<file path="config.mk">
export PLATFORM = sky130hd
export DESIGN_NAME = uhm_pin_logic
export DESIGN_NICKNAME = d
export VERILOG_FILES = /design/src/core/uhm_pkg.sv /design/src/core/uhm_rclk_tick.sv /design/src/core/uhm_pin_logic.sv
export SDC_FILE = /design/constraint.sdc
export NUM_CORES = 1
export LEC_CHECK = 0
export ABC_AREA = 1
export BUFFER_PORTS_ARGS = -buffer_cell sky130_fd_sc_hd__buf_2
export CORE_MARGIN = 2
export CORE_UTILIZATION = 57
export DETAILED_ROUTE_END_ITERATION = 10
export GPL_TIMING_DRIVEN = 1
export PLACE_DENSITY = 0.93
export RECOVER_POWER = 25
export SYNTH_ARGS = -nofsm -noshare
export SYNTH_HDL_FRONTEND = slang
export SYNTH_HIERARCHICAL = 1
export SYNTH_SLANG_ARGS = --single-unit
</file>
<file path="constraint.sdc">
create_clock -name clk_sys -period 2.6 [get_ports clk_sys]
set_input_delay 0.52 -clock clk_sys [delete_from_list [all_inputs] [get_ports clk_sys]]
set_output_delay 0.52 -clock clk_sys [all_outputs]
set_load 0.03 [all_outputs]
</file>
<file path="src/core/uhm_pkg.sv">
// constants shared by the host and modem pin logic of the serial controller
package uhm_pkg;
    // register select offsets on the three address lines
    localparam logic [2:0] UHM_OFF_IER = 3'h1;
    localparam logic [2:0] UHM_OFF_IIR = 3'h2;
    localparam logic [2:0] UHM_OFF_MCR = 3'h4;
    localparam logic [2:0] UHM_OFF_MSR = 3'h6;

    // modem_control_reg field positions
    localparam int UHM_MCR_DTR = 0;
    localparam int UHM_MCR_RTS = 1;
    localparam int UHM_MCR_USER_OUTPUT_ONE = 2;
    localparam int UHM_MCR_USER_OUTPUT_TWO = 3;
    localparam int UHM_MCR_LOOP = 4;
    localparam int UHM_MCR_W = 5;

    // modem status field positions
    localparam int UHM_MSR_DCTS = 0;
    localparam int UHM_MSR_DDSR = 1;
    localparam int UHM_MSR_DDCD = 3;
    localparam int UHM_MSR_CTS = 4;
    localparam int UHM_MSR_DSR = 5;
    localparam int UHM_MSR_DCD = 7;

    // interrupt enable field positions
    localparam int UHM_IER_RXDATA = 0;
    localparam int UHM_IER_THRE = 1;
    localparam int UHM_IER_RXERR = 2;
    localparam int UHM_IER_MODEM = 3;
    localparam int UHM_IER_W = 4;

    // interrupt identification codes, highest priority first
    localparam logic [7:0] UHM_IIR_RXERR = 8'h06;
    localparam logic [7:0] UHM_IIR_RXDATA = 8'h04;
    localparam logic [7:0] UHM_IIR_THRE = 8'h02;
    localparam logic [7:0] UHM_IIR_MODEM = 8'h00;
    localparam logic [7:0] UHM_IIR_NONE = 8'h01;

    // values after reset
    localparam logic [UHM_MCR_W-1:0] UHM_MCR_RST = 5'h00;
    localparam logic [UHM_IER_W-1:0] UHM_IER_RST = 4'h0;
    localparam logic [7:0] UHM_DATA_RST = 8'h00;

    // receive clock is sixteen times the receive baud rate
    localparam int UHM_RCLK_DIV = 16;
endpackage : uhm_pkg

</file>
<file path="src/core/uhm_rclk_tick.sv">
// edge detector and divider for the receive 16x baud clock input
`timescale 1ns/10ps
module uhm_rclk_tick #(
    parameter int DIV = uhm_pkg::UHM_RCLK_DIV
) (
    input wire logic clk_sys,
    input wire logic rst_n,
    input wire logic clk_en,
    input wire logic clear,
    input wire logic rclk_in,
    output logic sample_tick,
    output logic bit_tick
);
    import uhm_pkg::*;

    localparam int CW = $clog2(DIV);
    localparam logic [CW-1:0] LAST = CW'(DIV - 1);

    logic rclk_q_r;
    logic [CW-1:0] div_cnt_r;
    logic rise;

    // the receive clock must run well below clk_sys to be seen as edges
    assign rise = rclk_in & ~rclk_q_r;

    always_ff @(posedge clk_sys) begin
        if (!rst_n || clear) begin
            rclk_q_r <= 1'b0;
        end else if (clk_en) begin
            rclk_q_r <= rclk_in;
        end
    end

    always_ff @(posedge clk_sys) begin
        if (!rst_n || clear) begin
            div_cnt_r <= '0;
            sample_tick <= 1'b0;
            bit_tick <= 1'b0;
        end else if (clk_en) begin
            sample_tick <= rise;
            bit_tick <= rise && (div_cnt_r == LAST);
            if (rise) begin
                div_cnt_r <= (div_cnt_r == LAST) ? '0 : div_cnt_r + 1'b1;
            end
        end
    end
endmodule : uhm_rclk_tick

</file>
<file path="src/core/uhm_pin_logic.sv">
// host bus and modem pin logic of the asynchronous serial controller
//
// Function
// - any chip select inactive means accesses are ignored, device inactive.
// - modem status bit 4 shows present clear-to-send level.
// - modem status bit 0 sets on clear-to-send change since last read.
// - clear-to-send change interrupts only if enabled and auto-CTS off.
// - auto-CTS mode uses clear-to-send to gate the transmitter.
// - modem status bit 7 shows present carrier-detect level.
// - modem status bit 3 sets on carrier-detect change since last read.
// - carrier-detect change interrupts when modem status interrupt enabled.
// - modem status bit 5 shows present data-set-ready level.
// - modem status bit 1 sets on data-set-ready change since last read.
// - data-set-ready change interrupts when modem status interrupt enabled.
// - drive disable output low except while host reads.
// - terminal-ready pin driven low while its control bit is set.
// - terminal-ready pin high on master reset, loop mode, or bit cleared.
// - interrupt high for enabled receive error, data, empty holding, modem.
// - interrupt drops once serviced or on master reset.
// - master reset clears registers and sets outputs to reset levels.
// - user outputs driven low while their control bits are set.
// - user outputs high on master reset, loop mode, or bits 2/3 cleared.
// - receiver timing taken from the 16x receive clock input.
// - eight-bit three-state data bus carries data, control and status.
// - strobe high holds selects captured at its rise; low passes them.
// - auto-RTS mode lets receive threshold drive request-to-send inactive.
`timescale 1ns/10ps
module uhm_pin_logic (
    input wire logic clk_sys,
    input wire logic rst_n,
    input wire logic clk_en,
    input wire logic master_reset_in,
    input wire logic chip_sel_high_a,
    input wire logic chip_sel_high_b,
    input wire logic chip_sel_low,
    input wire logic address_latch_strobe,
    input wire logic [2:0] reg_addr,
    input wire logic host_rd,
    input wire logic host_wr,
    input wire logic [7:0] data_in,
    output logic [7:0] data_out,
    output logic data_oe,
    output logic transceiver_drive_disable,
    output logic interrupt_out,
    input wire logic cts_n,
    input wire logic dsr_n,
    input wire logic dcd_n,
    output logic dtr_n,
    output logic rts_n,
    output logic user_output_one,
    output logic user_output_two,
    output logic loop_mode,
    input wire logic auto_cts_en,
    input wire logic auto_rts_en,
    input wire logic rx_above_threshold,
    input wire logic rx_error,
    input wire logic rx_data_ready,
    input wire logic thr_empty,
    output logic tx_allowed,
    input wire logic receive_baud_clock_in,
    output logic rx_sample_tick,
    output logic rx_bit_tick
);
    import uhm_pkg::*;

    ////////////////////////////////////////////////////////////////////////////
    // helpers

    function automatic logic addr_hit(input logic [2:0] addr, input logic [2:0] off);
        addr_hit = (addr == off);
    endfunction : addr_hit

    // build the modem status byte from levels and change bits
    function automatic logic [7:0] msr_byte(input logic cts, input logic dsr,
                                            input logic dcd, input logic [3:0] dlt);
        logic [7:0] v;
        v = 8'h00;
        v[UHM_MSR_DCTS] = dlt[0];
        v[UHM_MSR_DDSR] = dlt[1];
        v[UHM_MSR_DDCD] = dlt[3];
        v[UHM_MSR_CTS] = cts;
        v[UHM_MSR_DSR] = dsr;
        v[UHM_MSR_DCD] = dcd;
        msr_byte = v;
    endfunction : msr_byte

    ////////////////////////////////////////////////////////////////////////////
    // declarations

    logic clr;
    logic [2:0] held_cs_r;
    logic [2:0] held_addr_r;
    logic strobe_q_r;
    logic [2:0] eff_cs;
    logic [2:0] eff_addr;
    logic selected;
    logic rd_q_r;
    logic rd_start;
    logic rd_access;
    logic wr_access;
    logic [UHM_MCR_W-1:0] mcr_r;
    logic [UHM_IER_W-1:0] ier_r;
    logic [3:0] delta_r;
    logic [3:0] delta_nxt;
    logic cts_act;
    logic dsr_act;
    logic dcd_act;
    logic cts_prev_r;
    logic dsr_prev_r;
    logic dcd_prev_r;
    logic modem_pend;
    logic [7:0] iir_val;
    logic [7:0] rd_val;

    // master reset and the system reset act alike; both are synchronous
    assign clr = !rst_n || master_reset_in;

    ////////////////////////////////////////////////////////////////////////////
    // address strobe latch

    // while the strobe is low the latch follows the pins; its rise freezes it
    always_ff @(posedge clk_sys) begin
        if (clr) begin
            held_cs_r <= 3'h0;
            held_addr_r <= 3'h0;
            strobe_q_r <= 1'b0;
        end else if (clk_en) begin
            strobe_q_r <= address_latch_strobe;
            if (!address_latch_strobe) begin
                held_cs_r <= {chip_sel_low, chip_sel_high_b, chip_sel_high_a};
                held_addr_r <= reg_addr;
            end
        end
    end

    assign eff_cs = address_latch_strobe ? held_cs_r
                                         : {chip_sel_low, chip_sel_high_b, chip_sel_high_a};
    assign eff_addr = address_latch_strobe ? held_addr_r : reg_addr;

    // any select line at its inactive level leaves the device idle
    assign selected = eff_cs[0] & eff_cs[1] & ~eff_cs[2];
    assign rd_access = selected & host_rd;
    assign wr_access = selected & host_wr & ~host_rd;

    // side effects of a read happen once per access, at its first cycle
    assign rd_start = rd_access & ~rd_q_r;

    always_ff @(posedge clk_sys) begin
        if (clr) begin
            rd_q_r <= 1'b0;
        end else if (clk_en) begin
            rd_q_r <= rd_access;
        end
    end

    ////////////////////////////////////////////////////////////////////////////
    // control registers

    always_ff @(posedge clk_sys) begin
        if (clr) begin
            mcr_r <= UHM_MCR_RST;
        end else if (clk_en && wr_access && addr_hit(eff_addr, UHM_OFF_MCR)) begin
            mcr_r <= data_in[UHM_MCR_W-1:0];
        end
    end

    always_ff @(posedge clk_sys) begin
        if (clr) begin
            ier_r <= UHM_IER_RST;
        end else if (clk_en && wr_access && addr_hit(eff_addr, UHM_OFF_IER)) begin
            ier_r <= data_in[UHM_IER_W-1:0];
        end
    end

    ////////////////////////////////////////////////////////////////////////////
    // modem status

    // in loop mode the status inputs follow the modem control bits
    assign cts_act = mcr_r[UHM_MCR_LOOP] ? mcr_r[UHM_MCR_RTS] : ~cts_n;
    assign dsr_act = mcr_r[UHM_MCR_LOOP] ? mcr_r[UHM_MCR_DTR] : ~dsr_n;
    assign dcd_act = mcr_r[UHM_MCR_LOOP] ? mcr_r[UHM_MCR_USER_OUTPUT_TWO] : ~dcd_n;

    always_ff @(posedge clk_sys) begin
        if (clr) begin
            cts_prev_r <= 1'b0;
            dsr_prev_r <= 1'b0;
            dcd_prev_r <= 1'b0;
        end else if (clk_en) begin
            cts_prev_r <= cts_act;
            dsr_prev_r <= dsr_act;
            dcd_prev_r <= dcd_act;
        end
    end

    // a change seen in the very cycle of the clearing read survives it
    always_comb begin
        delta_nxt = delta_r;
        if (rd_start && addr_hit(eff_addr, UHM_OFF_MSR)) begin
            delta_nxt = 4'h0;
        end
        if (cts_act != cts_prev_r) begin
            delta_nxt[0] = 1'b1;
        end
        if (dsr_act != dsr_prev_r) begin
            delta_nxt[1] = 1'b1;
        end
        if (dcd_act != dcd_prev_r) begin
            delta_nxt[3] = 1'b1;
        end
        delta_nxt[2] = 1'b0;
    end

    always_ff @(posedge clk_sys) begin
        if (clr) begin
            delta_r <= 4'h0;
        end else if (clk_en) begin
            delta_r <= delta_nxt;
        end
    end

    ////////////////////////////////////////////////////////////////////////////
    // interrupt

    // with auto-CTS on, clear-to-send toggles are flow control, not events
    assign modem_pend = ier_r[UHM_IER_MODEM] &
                        ((delta_r[0] & ~auto_cts_en) | delta_r[1] | delta_r[3]);

    always_comb begin
        if (ier_r[UHM_IER_RXERR] && rx_error) begin
            iir_val = UHM_IIR_RXERR;
        end else if (ier_r[UHM_IER_RXDATA] && rx_data_ready) begin
            iir_val = UHM_IIR_RXDATA;
        end else if (ier_r[UHM_IER_THRE] && thr_empty) begin
            iir_val = UHM_IIR_THRE;
        end else if (modem_pend) begin
            iir_val = UHM_IIR_MODEM;
        end else begin
            iir_val = UHM_IIR_NONE;
        end
    end

    // sources are levels, so the output drops once the cause is serviced
    always_ff @(posedge clk_sys) begin
        if (clr) begin
            interrupt_out <= 1'b0;
        end else if (clk_en) begin
            interrupt_out <= (iir_val != UHM_IIR_NONE);
        end
    end

    ////////////////////////////////////////////////////////////////////////////
    // host data bus

    always_comb begin
        case (eff_addr)
            UHM_OFF_IER: rd_val = {4'h0, ier_r};
            UHM_OFF_IIR: rd_val = iir_val;
            UHM_OFF_MCR: rd_val = {3'h0, mcr_r};
            UHM_OFF_MSR: rd_val = msr_byte(cts_act, dsr_act, dcd_act, delta_r);
            default: rd_val = UHM_DATA_RST;
        endcase
    end

    // read data is caught once and held, so a long read sees a stable byte
    always_ff @(posedge clk_sys) begin
        if (clr) begin
            data_out <= UHM_DATA_RST;
            data_oe <= 1'b0;
            transceiver_drive_disable <= 1'b0;
        end else if (clk_en) begin
            if (rd_start) begin
                data_out <= rd_val;
            end
            data_oe <= rd_access;
            transceiver_drive_disable <= rd_access;
        end
    end

    ////////////////////////////////////////////////////////////////////////////
    // modem outputs

    always_ff @(posedge clk_sys) begin
        if (clr) begin
            dtr_n <= 1'b1;
            rts_n <= 1'b1;
            user_output_one <= 1'b1;
            user_output_two <= 1'b1;
            loop_mode <= 1'b0;
        end else if (clk_en) begin
            loop_mode <= mcr_r[UHM_MCR_LOOP];
            dtr_n <= ~mcr_r[UHM_MCR_DTR] | mcr_r[UHM_MCR_LOOP];
            rts_n <= ~mcr_r[UHM_MCR_RTS] | mcr_r[UHM_MCR_LOOP]
                     | (auto_rts_en & rx_above_threshold);
            user_output_one <= ~mcr_r[UHM_MCR_USER_OUTPUT_ONE] | mcr_r[UHM_MCR_LOOP];
            user_output_two <= ~mcr_r[UHM_MCR_USER_OUTPUT_TWO] | mcr_r[UHM_MCR_LOOP];
        end
    end

    always_ff @(posedge clk_sys) begin
        if (clr) begin
            tx_allowed <= 1'b0;
        end else if (clk_en) begin
            tx_allowed <= ~auto_cts_en | cts_act;
        end
    end

    ////////////////////////////////////////////////////////////////////////////
    // receive clock

    uhm_rclk_tick #(
        .DIV(UHM_RCLK_DIV)
    ) u_rclk (
        .clk_sys(clk_sys),
        .rst_n(rst_n),
        .clk_en(clk_en),
        .clear(master_reset_in),
        .rclk_in(receive_baud_clock_in),
        .sample_tick(rx_sample_tick),
        .bit_tick(rx_bit_tick)
    );
endmodule : uhm_pin_logic

</file>
Yosys cells after proc, flatten, opt, wreduce, memory -nomap -nowiden

Cells that the tools add are included.

Equal/unequal tests: 9
Bitwise logic cells: 30
Reductions and logical operators: 18
Muxes and demuxes: 15
Add/subtract/negate cells: 1

Operators by type and width:

| operator              | number |
|---|---|
| $pmux W8 S4           | 1 |
| $mux W3               | 4 |
| $not A1 Y1            | 12 |
| $and A1 B1 Y1         | 10 |
| $reduce_and A2 Y1     | 5 |
| $logic_and A1 B1 Y1   | 8 |
| $mux W4               | 2 |
| $ne A8 B1 Y1 const B  | 1 |
| $or A1 B1 Y1          | 8 |
| $mux W1               | 7 |
| $eq A3 B3 Y1 const B  | 2 |
| $reduce_bool A2 Y1    | 3 |
| $add A4 B1 Y4 const B | 1 |
| $eq A4 B4 Y1 const B  | 1 |
| $eq A3 B1 Y1 const B  | 1 |
| $eq A3 B2 Y1 const B  | 1 |
| $ne A1 B1 Y1          | 3 |
| $mux W2               | 1 |
| $logic_not A1 Y1      | 1 |
| $logic_or A1 B1 Y1    | 1 |

Output and inout bits: 19
Register bits: 44
Bits of input ports: 31

Logic depth before layout (Yosys ltp)

Word-level depth: 10
Gate-level depth with buffers: 11
Gate-level depth less buffers: 10

By module

Netlist, hierarchy kept.

Modules (own cells, without submodules):

| module        | instances | cells each | area an instance (um^2) |
|---|---|---|---|
| uhm_pin_logic | 1         | 274        | 1843.0 |
| uhm_rclk_tick | 1         | 46         | 324.1 |

Worst setup path after synthesis

OpenSTA, ideal clock, no wires.

Path type: input -> register
Start: input address_latch_strobe
End: register data_out[4]
Arrival: 1.447 ns
Slack: 1.039 ns
Library setup time: 0.114 ns
Stages on the path: 10
Path buffers: 2
Path through: buf_6 > inv_4 > buf_8 > nand2_2 > o21ai_2 > nand3_4 > nor2_2 > nand2_1 > nor2_1 > nor2_1

Cells in the longest elaborated chain, start to end: 6

RTL lines:

| element                                     | RTL line             | text |
|---|---|---|
| from (decl)                                 | uhm_pin_logic.sv:36  | `input wire logic address_latch_strobe,` |
| $mux W3                                     | n/a                  |  |
| $and A1 B1 Y1 or $not A1 Y1 (tied branches) | uhm_pin_logic.sv:141 | `assign selected = eff_cs[0] & eff_cs[1] & ~eff_cs[2];` |
| $and A1 B1 Y1                               | uhm_pin_logic.sv:141 |  |
| $and A1 B1 Y1                               | uhm_pin_logic.sv:142 | `assign rd_access = selected & host_rd;` |
| $and A1 B1 Y1                               | uhm_pin_logic.sv:146 | `assign rd_start = rd_access & ~rd_q_r;` |
| $reduce_and A2 Y1 (no line)                 | n/a                  |  |
| to (signal assigned)                        | uhm_pin_logic.sv:272 | `data_out <= rd_val;` |
| to (decl)                                   | uhm_pin_logic.sv:41  | `output logic [7:0] data_out,` |

Parallel ways exist; a longest one is shown, timed or not.
A chain may end at the register's enable or synchronous reset.

Worst setup path in the final report

Ends and elaborated chain as after synthesis.

==> run_results.csv <==
group,metric,value,unit
run_status,outcome,"complete, no violations",
pwr,peakVddDrop,0.3042,mV
routing,drc,0,
synth,synth_fp_nets,352,
timing,finalSetupViolCount,0,
clocking,cts.sinks,43,
pwr,p_leak,1.179,nW
synth,synth_cells,320,
global_routing,antenna_found_initial,0,
synth,yosysSeqAreaShare,39.72,%
global_routing,grt_max_degree,22,
synth,syn_area_per_cell,6.772,um2
timing,skew,7.064,ps
routing,ant_nets,0,
synth,synth_top_area_cell,"dfxtp_1",
layout,n_antenna_cell,0,
timing,hold_viol,0,
routing,vias_per_cell,4.973,
synth,synth_common_cells,"nand2_1, nor2_1, dfxtp_1, inv_1, a21oi_1",
layout,fillers,327,
synth,ys.flop_type,"dfxtp_1",
timing,worst_slack,640.2,ps
clocking,cts_resized,0,
place,place_congestion,0.9133,
clocking,cts_hold_buf,0,
critical_path,crit_path_end_kind,"register",
pwr,p_per_area,538.6,nW/um2
layout,final_area,2489,um2
place,hpwl,3436,um
clocking,cts_tree,"done",
clocking,cts_root_buf,"clkbuf_8",
layout,final_util,67.98,%
critical_path,crit_type,"in2reg",
layout,instances_no_fill,411,
routing,wl_per_cell,11.31,um
job,drv_cap,0,
layout,area.sequential,860.8,um2
clocking,worstSkewPairLatency,300,ps
timing,relSlewSlack,54.08,%
place,portBuffers,45,
critical_path,worstPathMaxFanout,11,
layout,drive_gt1_share,22.31,%
pwr,power,1.340,mW
timing,setup-tns-final,0,ps
routing,vias,2044,
synth,syn-cell-area,2167,um2
synth,synth_edf_count,0,
layout,nets,394,
die,chipWidth,65.66,um
clocking,htreeDepth,2,
hold_path,hold_path.class,"in2reg",
critical_path,cp-start-kind,"primary input",
die,initial_core_util,59.19,%
timing,fin_hold_ws,465.8,ps
synth,ys_top_cells_by_area,"dfxtp_1, nand2_1, nor2_1",
clocking,cts_buffers,5,
clocking,cts.clk_slew.worst_paths,80,ps
synth,async_flop_share,0,%
routing,first_pass_iters,4,
die,core_area,3661,um2
die,die-area,4311,um2
global_routing,grt_overflow,0,
die,die_h,65.66,um
synth,yosysWarnings,6,
die,std_cell_rows,22,
routing,drt-initial-drc-count,116,
clocking,clk_path_buf_depth,2,
synth,synth.most_common_cell,"nand2_1",
global_routing,grt_usage,23.80,%
place,placed_cells,403,
timing,rsz0062_at_grt,"false",
layout,area_growth,14.84,%
clocking,cts_setup_buffers,0,
global_routing,grt_pass1_wl,7879,um
place,dp_slack,691.4,ps
synth,ys_ff_latch,43,
critical_path,cp.required,2800,ps
routing,wirelength,4647,um
die,io_pins,50,
layout,multiInputGateArea,1046,um2
synth,yosysTopAreaCellShare,39.72,%
timing,fmax,0.5103,GHz
timing,post-route-period-util,75.38,%
critical_path,cp.arrival,2160,ps
global_routing,grt_pass1_vias,1900,
synth,ys_types,38,
timing,worst_pin_slew,688.1,ps
timing,slew_viol_final,0,
timing,period_needed,1960,ps
place,dpl_cell_area,2391,um2
flip-flops by register name, indices dropped and copies added, names as in the netlist:
name                       flops
cts_prev_r                     1
data_out                       7
dcd_prev_r                     1
delta_r                        3
dsr_prev_r                     1
dtr_n                          1
held_addr_r                    3
held_cs_r                      3
ier_r                          4
interrupt_out                  1
loop_mode                      1
mcr_r                          5
rts_n                          1
transceiver_drive_disable      1
tx_allowed                     1
u_rclk/bit_tick                1
u_rclk/div_cnt_r               4
u_rclk/rclk_q_r                1
u_rclk/sample_tick             1
user_output_one                1
user_output_two                1
cell type report:
class | count | area share, %
multi-input cells | 220 | 42.03
clock buffers | 5 | 2.765
clock inverters | 3 | 1.760
inverters | 46 | 7.139
flip-flops and latches | 43 | 34.59
well taps | 48 | 2.413
repair buffers | 46 | 9.301
power breakdown:
group / total [mW] / switching (mW) / internal (mW)
combinational: 0.143 / 0.0948 / 0.0479
clock: 0.520 / 0.234 / 0.286
sequential: 0.677 / 0.00728 / 0.670
cell usage in the layout (no fill, tap or decap), drive strengths merged, types with 2 or more instances in the layout:
cell,n
o21ai,28
nand2,85
clkinv,4
clkbuf,6
inv,44
or2,3
nand4,2
nand3,16
dfxtp,43
a21oi,22
buf,45
nor2,55
cells by family after synthesis:
logic type	Yosys count	share of synthesized area [%]
other	1	0.1730
and+or+nand+nor	162	33.37
AOI/OAI and AO/OA	56	14.78
buffers and inverters	57	11.37
DFF	43	39.72
adders and majority gates	1	0.5773
final timing paths:
check	depth (start not counted)	endpoint	slack, ps	startpoint
min reg2reg	2	u_rclk/bit_tick	470	u_rclk/bit_tick
min	3	ier_r[2]	470	data_in[2]
max reg2reg	7	data_out[4]	1010	held_cs_r[0]
max	8	data_out[4]	640	address_latch_strobe
critical path, stage by stage:
cell	delay, ps
clkbuf_1	320
inv_4	150
o21ai_0	500
nand3_4	140
nor2_2	130
nand2_1	180
nor2_1	170
nor2_1	60
metal layers:
metal	up-vias	track usage [%]	part of all wire (%)
met2	60	40.66	49
li1	1075	-	-
met5	-	0	0
met4	0	10.16	1.7
met3	8	5.479	5.6
met1	901	28.45	44
(Power assumes the default switching activity.)
